===== config.mk =====
export PLATFORM = sky130hd
export DESIGN_NAME = fec_top
export DESIGN_NICKNAME = d
export VERILOG_FILES = /design/src/pkg/fec_pkg.sv /design/src/design/fec_page_mem.sv /design/src/design/fec_top.sv
export SDC_FILE = /design/constraint.sdc
export NUM_CORES = 1
export LEC_CHECK = 0
export BUFFER_PORTS_ARGS = -buffer_cell sky130_fd_sc_hd__buf_2
export CAP_MARGIN = 20
export CORE_MARGIN = 8
export CORE_UTILIZATION = 35
export CTS_CLUSTER_DIAMETER = 200
export DETAILED_ROUTE_END_ITERATION = 8
export SYNTH_ARGS = -nofsm -noshare
export SYNTH_HDL_FRONTEND = slang
export SYNTH_SLANG_ARGS = --single-unit

===== constraint.sdc =====
create_clock -name pclk -period 2.29 [get_ports pclk]
set_input_delay 0.458 -clock pclk [delete_from_list [all_inputs] [get_ports pclk]]
set_output_delay 0.458 -clock pclk [all_outputs]
set_load 0.03 [all_outputs]

===== src/pkg/fec_pkg.sv =====
package fec_pkg;

    // ----------------------------------------------------------------
    // bus and address map
    // ----------------------------------------------------------------
    localparam int          FEC_ADDR_W       = 19;
    localparam int          FEC_DATA_W       = 32;
    localparam logic [18:0] FEC_OFS_CONTROL  = 19'h00000;
    localparam logic [18:0] FEC_OFS_TARGET   = 19'h00004;
    localparam logic [18:0] FEC_OFS_STATUS   = 19'h00008;
    localparam int          FEC_ARRAY_SEL_B  = 18;
    localparam logic [15:0] FEC_GUARD_FIRST  = 16'hffcf;
    localparam int          FEC_PAGE_LSB     = 9;
    localparam int          FEC_PAGE_W       = 7;
    localparam int          FEC_PAGES        = 128;
    localparam logic [7:0]  FEC_GUARD_IDX    = 8'h80;
    localparam logic [7:0]  FEC_BYTE_ERASED  = 8'hff;
    localparam logic [7:0]  FEC_BYTE_WRITTEN = 8'h00;

    // ----------------------------------------------------------------
    // status field positions
    // ----------------------------------------------------------------
    localparam int          FEC_ST_DONE_B    = 8;
    localparam int          FEC_ST_READY_B   = 9;

    // ----------------------------------------------------------------
    // timing
    // ----------------------------------------------------------------
    localparam int          FEC_CLK_NS       = 100;
    localparam int          FEC_T_SETUP_NS   = 5000;
    localparam int          FEC_T_RECOVER_NS = 1000;
    localparam int          FEC_T_PAGE_MS    = 20;
    localparam int          FEC_T_WHOLE_MS   = 200;
    localparam int          FEC_NS_PER_MS    = 1000000;
    localparam int          FEC_CNT_W        = 21;
    localparam int          FEC_SETUP_CYC    = (FEC_T_SETUP_NS + FEC_CLK_NS - 1) / FEC_CLK_NS;
    localparam int          FEC_RECOVER_CYC  = (FEC_T_RECOVER_NS + FEC_CLK_NS - 1) / FEC_CLK_NS;
    localparam int          FEC_PAGE_CYC     = FEC_T_PAGE_MS * (FEC_NS_PER_MS / FEC_CLK_NS);
    localparam int          FEC_WHOLE_CYC    = FEC_T_WHOLE_MS * (FEC_NS_PER_MS / FEC_CLK_NS);

    // ----------------------------------------------------------------
    // types
    // ----------------------------------------------------------------
    typedef struct packed {
        logic [3:0] reserved;
        logic       pump_enable;
        logic       whole_array_select;
        logic       wipe_select;
        logic       write_select;
    } fec_ctrl_type;

    localparam fec_ctrl_type FEC_CTRL_RESET = '0;

    typedef enum logic [6:0] {
        FEC_IDLE     = 7'h01,
        FEC_SELECTED = 7'h02,
        FEC_SETUP    = 7'h04,
        FEC_ARMED    = 7'h08,
        FEC_HIGHV    = 7'h10,
        FEC_HOLD     = 7'h20,
        FEC_RECOVER  = 7'h40
    } fec_state_type;

endpackage


===== src/design/fec_page_mem.sv =====
`timescale 1ns/1ps
module fec_page_mem
    import fec_pkg::*;
(
    // clock and reset
    input  wire logic       pclk,
    input  wire logic       presetn,
    // erase commands
    input  wire logic       wipe_page,
    input  wire logic [6:0] wipe_idx,
    input  wire logic       wipe_all,
    // read port
    input  wire logic [7:0] rd_idx,
    output logic            rd_erased
);

    // ----------------------------------------------------------------
    // erased flags, one per page plus the guarded block
    // ----------------------------------------------------------------
    logic [FEC_PAGES:0] erased;
    logic [FEC_PAGES:0] next_erased;
    logic               next_rd_erased;

    genvar g;
    generate
        for (g = 0; g < FEC_PAGES; g = g + 1) begin : g_page
            always_comb begin
                next_erased[g] = erased[g] | wipe_all | (wipe_page && (wipe_idx == FEC_PAGE_W'(g)));
            end
        end
    endgenerate

    always_comb begin
        next_erased[FEC_PAGES] = erased[FEC_PAGES] | wipe_all;
        next_rd_erased         = erased[rd_idx];
    end

    always_ff @(posedge pclk or negedge presetn) begin
        if (!presetn) begin
            erased    <= '0;
            rd_erased <= 1'b0;
        end else begin
            erased    <= next_erased;
            rd_erased <= next_rd_erased;
        end
    end

endmodule


===== src/design/fec_top.sv =====
// Added by the designer: the address map and the APB register port.
`timescale 1ns/1ps
module fec_top
    import fec_pkg::*;
#(
    parameter int PAGE_CYC  = FEC_PAGE_CYC,
    parameter int WHOLE_CYC = FEC_WHOLE_CYC
) (
    // apb slave
    input  wire logic                  pclk,
    input  wire logic                  presetn,
    input  wire logic                  psel,
    input  wire logic                  penable,
    input  wire logic                  pwrite,
    input  wire logic [FEC_ADDR_W-1:0] paddr,
    input  wire logic [FEC_DATA_W-1:0] pwdata,
    output logic      [FEC_DATA_W-1:0] prdata,
    output logic                       pready,
    output logic                       pslverr,
    // array high voltage
    output logic                       pump_on,
    output logic                       array_ready
);

    // ----------------------------------------------------------------
    // state
    // ----------------------------------------------------------------
    fec_ctrl_type            ctrl;
    fec_ctrl_type            next_ctrl;
    fec_ctrl_type            wr_ctrl;
    fec_state_type           state;
    fec_state_type           next_state;
    logic [FEC_CNT_W-1:0]    cnt;
    logic [FEC_CNT_W-1:0]    next_cnt;
    logic [15:0]             target;
    logic [15:0]             next_target;
    logic                    done;
    logic                    next_done;
    logic                    wipe_page;
    logic                    next_wipe_page;
    logic                    wipe_all;
    logic                    next_wipe_all;
    logic [FEC_DATA_W-1:0]   next_prdata;
    logic                    next_pready;
    logic                    next_pslverr;
    logic                    next_pump_on;
    logic                    next_array_ready;

    // ----------------------------------------------------------------
    // decode
    // ----------------------------------------------------------------
    logic                    access;
    logic                    commit;
    logic                    array_hit;
    logic                    ctrl_wr;
    logic                    array_wr;
    logic                    busy;
    logic                    sel;
    logic [15:0]             flash_addr;
    logic [7:0]              rd_idx;
    logic                    rd_erased;
    logic [FEC_CNT_W-1:0]    hold_need;

    always_comb begin
        access     = psel & penable;
        commit     = access & pready;
        array_hit  = paddr[FEC_ARRAY_SEL_B];
        flash_addr = paddr[17:2];
        ctrl_wr    = commit & pwrite & (paddr == FEC_OFS_CONTROL);
        array_wr   = commit & pwrite & array_hit & (paddr[1:0] == 2'b00);
        busy       = ctrl.pump_enable | (state == FEC_RECOVER);
        sel        = ctrl.wipe_select | ctrl.write_select;
        wr_ctrl    = fec_ctrl_type'(pwdata[7:0]);
        if (flash_addr >= FEC_GUARD_FIRST) begin
            rd_idx = FEC_GUARD_IDX;
        end else begin
            rd_idx = {1'b0, flash_addr[15:FEC_PAGE_LSB]};
        end
        if (ctrl.whole_array_select) begin
            hold_need = FEC_CNT_W'(WHOLE_CYC);
        end else begin
            hold_need = FEC_CNT_W'(PAGE_CYC);
        end
    end

    fec_page_mem u_mem (
        .pclk      (pclk),
        .presetn   (presetn),
        .wipe_page (wipe_page),
        .wipe_idx  (target[15:FEC_PAGE_LSB]),
        .wipe_all  (wipe_all),
        .rd_idx    (rd_idx),
        .rd_erased (rd_erased)
    );

    // ----------------------------------------------------------------
    // control register
    // ----------------------------------------------------------------
    always_comb begin
        next_ctrl = ctrl;
        if (ctrl_wr) begin
            if (!(wr_ctrl.wipe_select & wr_ctrl.write_select)) begin
                next_ctrl.wipe_select  = wr_ctrl.wipe_select;
                next_ctrl.write_select = wr_ctrl.write_select;
            end
            next_ctrl.whole_array_select = wr_ctrl.whole_array_select;
            if (!wr_ctrl.pump_enable) begin
                next_ctrl.pump_enable = 1'b0;
            end else if ((state == FEC_ARMED) && (next_ctrl.wipe_select | next_ctrl.write_select)) begin
                next_ctrl.pump_enable = 1'b1;
            end
        end
        next_ctrl.reserved = '0;
    end

    // ----------------------------------------------------------------
    // sequencer
    // ----------------------------------------------------------------
    always_comb begin
        next_state     = state;
        next_cnt       = cnt;
        next_target    = target;
        next_done      = done;
        next_wipe_page = 1'b0;
        next_wipe_all  = 1'b0;
        unique case (state)
            FEC_IDLE: begin
                if (sel) begin
                    next_state = FEC_SELECTED;
                end
            end
            FEC_SELECTED: begin
                if (!sel) begin
                    next_state = FEC_IDLE;
                end else if (array_wr) begin
                    next_target = flash_addr;
                    next_cnt    = '0;
                    next_state  = FEC_SETUP;
                end
            end
            FEC_SETUP: begin
                next_cnt = cnt + 1'b1;
                if (!sel) begin
                    next_state = FEC_IDLE;
                end else if (cnt == FEC_CNT_W'(FEC_SETUP_CYC - 1)) begin
                    next_state = FEC_ARMED;
                end
            end
            FEC_ARMED: begin
                if (!sel) begin
                    next_state = FEC_IDLE;
                end else if (ctrl.pump_enable) begin
                    next_cnt   = '0;
                    next_done  = 1'b0;
                    next_state = FEC_HIGHV;
                end
            end
            FEC_HIGHV: begin
                if (cnt != '1) begin
                    next_cnt = cnt + 1'b1;
                end
                // decide on the clearing write itself, while the old selects still stand
                if (!next_ctrl.pump_enable) begin
                    next_cnt   = '0;
                    next_state = FEC_RECOVER;
                end else if (!(next_ctrl.wipe_select | next_ctrl.write_select)) begin
                    next_state = FEC_HOLD;
                    if (ctrl.wipe_select && (cnt >= hold_need)) begin
                        next_done      = 1'b1;
                        next_wipe_all  = ctrl.whole_array_select;
                        next_wipe_page = !ctrl.whole_array_select;
                    end
                end
            end
            FEC_HOLD: begin
                if (!next_ctrl.pump_enable) begin
                    next_cnt   = '0;
                    next_state = FEC_RECOVER;
                end
            end
            FEC_RECOVER: begin
                next_cnt = cnt + 1'b1;
                if (cnt == FEC_CNT_W'(FEC_RECOVER_CYC - 1)) begin
                    next_state = FEC_IDLE;
                end
            end
            default: begin
                next_state = FEC_IDLE;
            end
        endcase
    end

    // ----------------------------------------------------------------
    // apb answer and outputs
    // ----------------------------------------------------------------
    always_comb begin
        next_pready      = access & ~pready;
        next_prdata      = prdata;
        next_pslverr     = pslverr;
        next_pump_on     = next_ctrl.pump_enable;
        next_array_ready = ~(next_ctrl.pump_enable | (next_state == FEC_RECOVER));
        if (access & ~pready) begin
            next_prdata  = '0;
            next_pslverr = 1'b0;
            if (array_hit) begin
                if (busy || (paddr[1:0] != 2'b00)) begin
                    next_pslverr = 1'b1;
                end else if (!pwrite) begin
                    next_prdata[7:0] = rd_erased ? FEC_BYTE_ERASED : FEC_BYTE_WRITTEN;
                end
            end else if (paddr == FEC_OFS_CONTROL) begin
                next_prdata[7:0] = ctrl;
            end else if (paddr == FEC_OFS_TARGET) begin
                next_prdata[15:0] = target;
            end else if (paddr == FEC_OFS_STATUS) begin
                next_prdata[6:0]            = state;
                next_prdata[FEC_ST_DONE_B]  = done;
                next_prdata[FEC_ST_READY_B] = array_ready;
            end else begin
                next_pslverr = 1'b1;
            end
        end
    end

    always_ff @(posedge pclk or negedge presetn) begin
        if (!presetn) begin
            ctrl        <= FEC_CTRL_RESET;
            state       <= FEC_IDLE;
            cnt         <= '0;
            target      <= '0;
            done        <= 1'b0;
            wipe_page   <= 1'b0;
            wipe_all    <= 1'b0;
            prdata      <= '0;
            pready      <= 1'b0;
            pslverr     <= 1'b0;
            pump_on     <= 1'b0;
            array_ready <= 1'b1;
        end else begin
            ctrl        <= next_ctrl;
            state       <= next_state;
            cnt         <= next_cnt;
            target      <= next_target;
            done        <= next_done;
            wipe_page   <= next_wipe_page;
            wipe_all    <= next_wipe_all;
            prdata      <= next_prdata;
            pready      <= next_pready;
            pslverr     <= next_pslverr;
            pump_on     <= next_pump_on;
            array_ready <= next_array_ready;
        end
    end

endmodule


==> impl_metrics.json, run 1 <==
{
  "status": "complete, but fails checks",
  "violations": "negative setup slack",
  "cp-start-kind": "input port",
  "finClkSkew_ps": 25.46,
  "grt_pass1_vias": 8456,
  "pwr-share-clk_pct": 42.7,
  "drive_above_1_share_pct": 26.81,
  "crit_type": "input port to flip-flop",
  "path_clk_slew_ps": 70,
  "syn_avg_cell_area_um2": 9.755,
  "clk-insertion-delay-late_ps": 450,
  "synth_edf_count": 0,
  "netlist_top_cells_count": "198 x dfrtp_1, 172 x nor2_1, 124 x o21ai_0",
  "synthCells": 1035,
  "setup_slack_ps": -62.89,
  "drt_iter0_drc": 843,
  "synth_seq_cells": 200,
  "synth_area_mm2": 0.01010,
  "arrival_ps": 2680,
  "cts_made_buffers": 17,
  "wl_per_cell_um": 19.55,
  "switchingPower_w": 0.001981,
  "fmax_mhz": 425.0,
  "core_mm2": 0.02855,
  "critPathCaptureType": "flip-flop",
  "dpl.hpwl_um": 21670,
  "regArea_mm2": 0.005011,
  "peakVddDrop_mv": 0.4040,
  "ff2ff_setup_slack_ps": -30,
  "stdcell_area_mm2": 0.01267,
  "track_usage_pct": 18.04,
  "areaGrowthSynthToFinish_pct": 25.54,
  "power_frac_comb_pct": 7.7,
  "power_density_mw_per_mm2": 568.4,
  "r2r_start": "state[5]",
  "seq_power_share_pct": 49.6,
  "switching_share_pct": 27.50,
  "grt_setup_unrepaired": "true",
  "wl_um": 30690,
  "fillers": 2835,
  "cp.required_ps": 2620,
  "cts.sinks": 200,
  "die_w_um": 185.8,
  "p_leak_nw": 5.782,
  "drcViolationCount": 0,
  "grt_pass1_wl_um": 48620,
  "rr_worst_depth": 10,
  "place.gp.congestion": 0.8865,
  "io_buffers": 47,
  "initial_core_util_pct": 35.37,
  "ctsHoldBuffers": 0,
  "htree_levels": 4,
  "fin_crit_sh_pct": 102.7,
  "final-setup-viol-count": 18,
  "via_count": 8517,
  "worst_pin_slew_ps": 760.8,
  "finalHoldViolCount": 0,
  "netlist_top_cells_area": "dfrtp_1 49%, nor2_1 6.4%, o21ai_0 6.1%",
  "synth_top_area_cell": "dfrtp_1",
  "r2r_end": "cnt[5]",
  "synthDominantCellAreaShare_pct": 49.08,
  "dieHeight_um": 185.8,
  "hold_class": "input port to asynchronous set/reset pin",
  "antenna_found_initial": 0,
  "intPower_w": 0.005223,
  "placed_cell_area_mm2": 0.01159,
  "first_pass_iters": 5,
  "num_io_pins": 92,
  "fin_crit_ps": 2353,
  "yosysWarnings": 0,
  "stdcell_count": 1570,
  "floorplan.rows": 62,
  "drv_cap": 0,
  "multiInputGateArea_mm2": 0.005095,
  "nNetsFinal": 1242,
  "synthMostInstantiatedCell": "dfrtp_1",
  "clockBufferDepth": 2,
  "async_reset_ff_share_pct": 100.0,
  "root_buffer": "clkbuf_16",
  "synth-seq-area-share_pct": 49.60,
  "vias_per_cell": 5.425,
  "synth_flop_cell": "dfrtp_1",
  "die_area_mm2": 0.03454,
  "overflow": 0,
  "cts_tree": "done",
  "netlist-cell-type-count": 81,
  "diodes": 0,
  "critPathMaxFanout": 8,
  "dp.cells": 1528,
  "holdWs_ps": 25.35,
  "final_antenna_net_count": 0,
  "finalMaxSlewViolations": 0,
  "slew-limit-headroom_pct": 49.14,
  "grt_max_degree": 130
}
layout make-up:
| class | count | area share [%] |
|---|---|---|
| multi-input combinational | 759 | 40.20 |
| sequential | 200 | 39.54 |
| timing repair buffer | 181 | 11.30 |
| tap | 384 | 3.791 |
| clock buffer | 17 | 3.356 |
| clock inverter | 14 | 1.352 |
| inverter | 15 | 0.4640 |
through the flow:
step	power [W]	util (%)	setup WS, ps	TNS [ps]
finish	0.007204	44.40	-62.89	-675.7
global route	0.007423	44.40	-181.6	-2817
floorplan	0.003900	-	-304.0	-7654
global placement	0.004170	40.61	-496.6	-17070
CTS	0.007232	43.28	-70.48	-207.8
detailed placement	0.004173	40.61	-561.9	-17950
layer usage:
| layer | track usage (%) | vias up | part of all wire, % |
|---|---|---|---|
| met1 | 25.44 | 4265 | 47 |
| li1 | - | 3958 | - |
| met5 | 0 | - | 0 |
| met3 | 2.518 | 31 | 4.8 |
| met2 | 28.58 | 263 | 47 |
| met4 | 5.049 | 0 | 1.8 |
timing repair:
action	in CTS	in global routing
resized for setup	22	55
endpoints found under the setup margin	29	38
cloned	0	1
endpoints found under the hold margin	0	0
buffers inserted	5	6
pin swaps	7	24
cell usage in the layout, fill, tap and decap left out, types with 6 or more instances in the layout:
master	netlist	final
clkbuf_16	0	18
buf_6	1	8
nor4_1	15	7
dfrtp_1	198	197
nand2_1	63	62
o211ai_1	9	9
a21oi_1	28	27
mux2i_1	33	33
buf_4	18	119
a22o_1	7	7
inv_1	13	12
buf_2	6	42
nor3_1	30	25
o21ai_1	3	9
nor2_1	172	170
nor2b_1	8	8
ha_1	12	9
mux2_2	22	20
nand4_1	12	12
conb_1	1	16
a31oi_1	7	7
nand2b_1	11	10
o21a_1	6	6
nand3_1	20	20
a22oi_1	6	6
a211o_1	30	30
buf_12	0	10
nor4_2	0	6
mux4_2	10	10
o21ai_0	124	114
xnor2_1	16	16
state kept, by name, summed over array words and instances (netlist names):
signal,count
ctrl,4
pready,1
pslverr,1
u_mem.erased,129
wipe_all,1
array_ready,1
target,16
done,1
state,7
wipe_page,1
u_mem.rd_erased,1
prdata,16
cnt,21
power groups by stage:
stage	clock, W	sequential (W)	combinational [W]
after floorplan	0	0.00369	0.000209
after global placement	0	0.00364	0.000526
after detailed placement	0	0.00364	0.000529
after CTS	0.00312	0.00357	0.000533
after global routing	0.00325	0.00358	0.000597
final	0.00308	0.00358	0.000552
critical path: stages:
cell and delay, ps:
buf_4 150, or4_4 490, nor4_4 340, nand4_4 200, buf_12 180, o211ai_1 260, nand2_1 160, nor2_4 200
clkbuf_16 190, nor2_1 40
worst max path at each step:
stage	cells after the start	slack [ps]	startpoint	endpoint
after global placement	9	-500	paddr[17]	wipe_all
after detailed placement	9	-560	paddr[17]	wipe_all
after global routing	10	-180	state[5]	cnt[5]
after CTS	10	-70	paddr[5]	wipe_all
after floorplan	9	-300	paddr[10]	cnt[12]
final	10	-60	paddr[17]	cnt[6]
cell families (layout without fill, tap and decap cells):
| kind of cell | after synthesis | count (layout) | share of synthesized area [%] |
|---|---|---|---|
| XOR/XNOR | 18 | 18 | 1.562 |
| AND/OR/NAND/NOR | 380 | 380 | 18.14 |
| AO/OA/AOI/OAI | 268 | 268 | 17.02 |
| adder cells (fa/ha/maj) | 12 | 12 | 1.487 |
| flip-flops | 200 | 200 | 49.60 |
| multiplexers | 65 | 65 | 7.956 |
| other | 1 | 16 | 0.03714 |
| buffers and inverters | 91 | 227 | 4.201 |
Note: power is estimated with default switching activity, not from simulation.
==> inputs of run 2 (changes only) <==
ABC_AREA = 1   (was default)
==> impl_metrics.json, run 2 <==
{
  "status": "finished clean",
  "stdcell_area_mm2": 0.01312,
  "crit_slowest_cell": "dfrtp_1",
  "place.gp.congestion": 0.9033,
  "vias_per_cell": 5.095,
  "fin_crit_sh_pct": 96.30,
  "synth_fa_ha_area_share_pct": 1.370,
  "root_buffer": "clkbuf_16",
  "worstHoldPathCells": 3,
  "grt_pass1_vias": 10190,
  "fin_crit_ps": 2205,
  "drt_iter0_drc": 900,
  "synth-compound-area-share_pct": 7.720,
  "syn_avg_cell_area_um2": 7.499,
  "worst_path_largest_cell_delay_ps": 400,
  "top_register": "u_mem.erased",
  "cp-start-kind": "flip-flop",
  "synth_seq_cells": 200,
  "largest_reg_flops": 129,
  "die_area_mm2": 0.03722,
  "first_pass_iters": 5,
  "reg.largest.list": "u_mem.erased (129), cnt (21)",
  "yosys.area_share.xor_xnor_pct": 1.279,
  "power.total_w": 0.007670,
  "synthSimpleGateAreaFrac_pct": 32.69,
  "r2r_start": "ctrl[2]",
  "peakVddDrop_mv": 0.3873,
  "clockBufferDepth": 2,
  "dieHeight_um": 192.9,
  "tns_ps": 0,
  "slew-limit-headroom_pct": 55.82,
  "fmax_mhz": 453.5,
  "io_buffers": 47,
  "hp-start": "pwdata[2]",
  "critPathCaptureType": "flip-flop",
  "synth_top_area_cell": "dfrtp_1",
  "synthMostInstantiatedCell": "nand2_1",
  "cp_cell_sequence": "clkinvlp_4 > ha_1 > inv_1 > nor2_1 > o21ai_0 > nand2_1 > a311oi_1 > o211ai_1 > nand2_1 > nor2_1 > o21a_1",
  "crit_type": "flip-flop to flip-flop",
  "ff2ff_setup_slack_ps": 80,
  "rr_worst_depth": 11,
  "grt_pass1_wl_um": 54220,
  "fin_util_pct": 42.68,
  "clk-insertion-delay-late_ps": 450,
  "grt_max_degree": 54,
  "finalHoldViolCount": 0,
  "dpl.hpwl_um": 23820,
  "synth-seq-area-share_pct": 45.71,
  "synthCells": 1461,
  "async_reset_ff_share_pct": 100.0,
  "floorplan.rows": 64,
  "worst_pin_slew_ps": 657.6,
  "cp.required_ps": 2620,
  "antenna_found_initial": 1,
  "nNetsFinal": 1676,
  "areaGrowthSynthToFinish_pct": 19.78,
  "cts_made_buffers": 17,
  "initial_core_util_pct": 35.63,
  "drive_above_1_share_pct": 16.11,
  "cts_tree": "done",
  "synthDominantCellAreaShare_pct": 45.23,
  "arrival_ps": 2540,
  "layout_commonest_cell": "nand2_1",
  "via_count": 10280,
  "drv_cap": 0,
  "yosysWarnings": 0,
  "hold_end": "ctrl[2]",
  "placed_cell_area_mm2": 0.01246,
  "core_mm2": 0.03075,
  "final_antenna_net_count": 0,
  "synth_area_mm2": 0.01096,
  "cts.sinks": 200,
  "netlist_top_cells_count": "353 x nand2_1, 233 x nand3_1, 200 x inv_1",
  "track_usage_pct": 18.38,
  "netlist_top_cells_area": "dfrtp_1 45%, nand2_1 12%, nand3_1 11%",
  "die_w_um": 192.9,
  "final-setup-viol-count": 0,
  "finClkSkew_ps": 21.74,
  "cp_top_family": "compound AO/OA/AOI/OAI gates",
  "power_density_mw_per_mm2": 584.5,
  "hold_class": "input port to flip-flop",
  "critPathBufInv": 2,
  "synth_flop_cell": "dfrtp_1",
  "final_cell_mix": "353 x nand2_1, 232 x nand3_1, 198 x inv_1, 198 x dfrtp_1, 136 x nor2_1",
  "overflow": 0,
  "synth_edf_count": 0,
  "r2r_end": "done",
  "drcViolationCount": 0,
  "critPathMaxFanout": 8,
  "synth_top_family_by_area": "simple AND/OR/NAND/NOR gates",
  "netlist-cell-type-count": 47,
  "path_clk_slew_ps": 80,
  "holdWs_ps": 220.3,
  "muxShareOfSynthArea_pct": 0.4111,
  "wl_per_cell_um": 16.61,
  "wl_um": 33500,
  "p_leak_nw": 6.954,
  "num_io_pins": 92,
  "htree_levels": 4,
  "finalMaxSlewViolations": 0
}
[run 2: area by class of cell]
class                      count  area (um2)
fill                        3199       17630
sequential                   200        5007
multi-input combinational    992        4876
timing repair buffer         185        1386
inverter                     212       799.5
tap                          396       495.5
clock buffer                  17       425.4
clock inverter                14       130.1
antenna                        1       2.502
[run 2: layer usage]
layer	routed length, um	GRT usage [%]	part of all wire, %
met2	15640	29.82	47
met1	15410	24.96	46
met3	1869	3.451	5.6
met5	8	0	0.024
met4	568	4.763	1.7
[run 2: worst reg2reg max path, delay by kind of cell (launching register included)]
family                     cells  cell delay, ps
adders and majority gates      1             370
buffers and inverters          2             280
DFF                            1             400
AOI/OAI and AO/OA              4             770
and+or+nand+nor                4             290
[run 2: kinds of logic (layout without fill, tap and decap cells)]
| kind of cell | count (synthesis) | in the layout |
|---|---|---|
| AND/OR/NAND/NOR | 811 | 811 |
| buffers and inverters | 284 | 428 |
| flip-flops | 200 | 200 |
| AO/OA/AOI/OAI | 133 | 133 |
| XOR/XNOR | 16 | 16 |
| adder cells (fa/ha/maj) | 12 | 12 |
| multiplexers | 4 | 4 |
| other | 1 | 17 |
[run 2: worst max path at each step]
stage,startpoint,endpoint,slack (ps),depth (start not counted)
5_1_grt,cnt[0],cnt[11],-10,14
3_3_place_gp,paddr[3],u_mem.rd_erased,-100,18
3_5_place_dp,paddr[1],wipe_page,-130,10
2_1_floorplan,paddr[1],cnt[5],170,14
6_report,ctrl[2],done,80,11
4_1_cts,ctrl[2],done,80,11
[run 2: power by group]
part / internal (W) / switching, W / leakage [nW]
sequential: 0.00360 / 0.0000508 / 2.74
combinational: 0.000357 / 0.000697 / 3.94
clock: 0.00144 / 0.00152 / 0.275
total: 0.00540 / 0.00227 / 6.95
[run 2: what timing repair did]
action | CTS | global route
gates resized for setup | 0 | 8
endpoints found under the hold margin | 26 | 0
buffers inserted | 0 | 6
endpoints found under the setup margin | 0 | 22
hold buffers | 1 | 0
[run 2: through the flow]
stage	instances	setup slack, ps
2_1_floorplan	1476	166.9
3_3_place_gp	1977	-101.2
3_5_place_dp	1977	-128.3
5_1_grt	2016	-10.29
4_1_cts	2009	82.77
6_report	2017	84.74
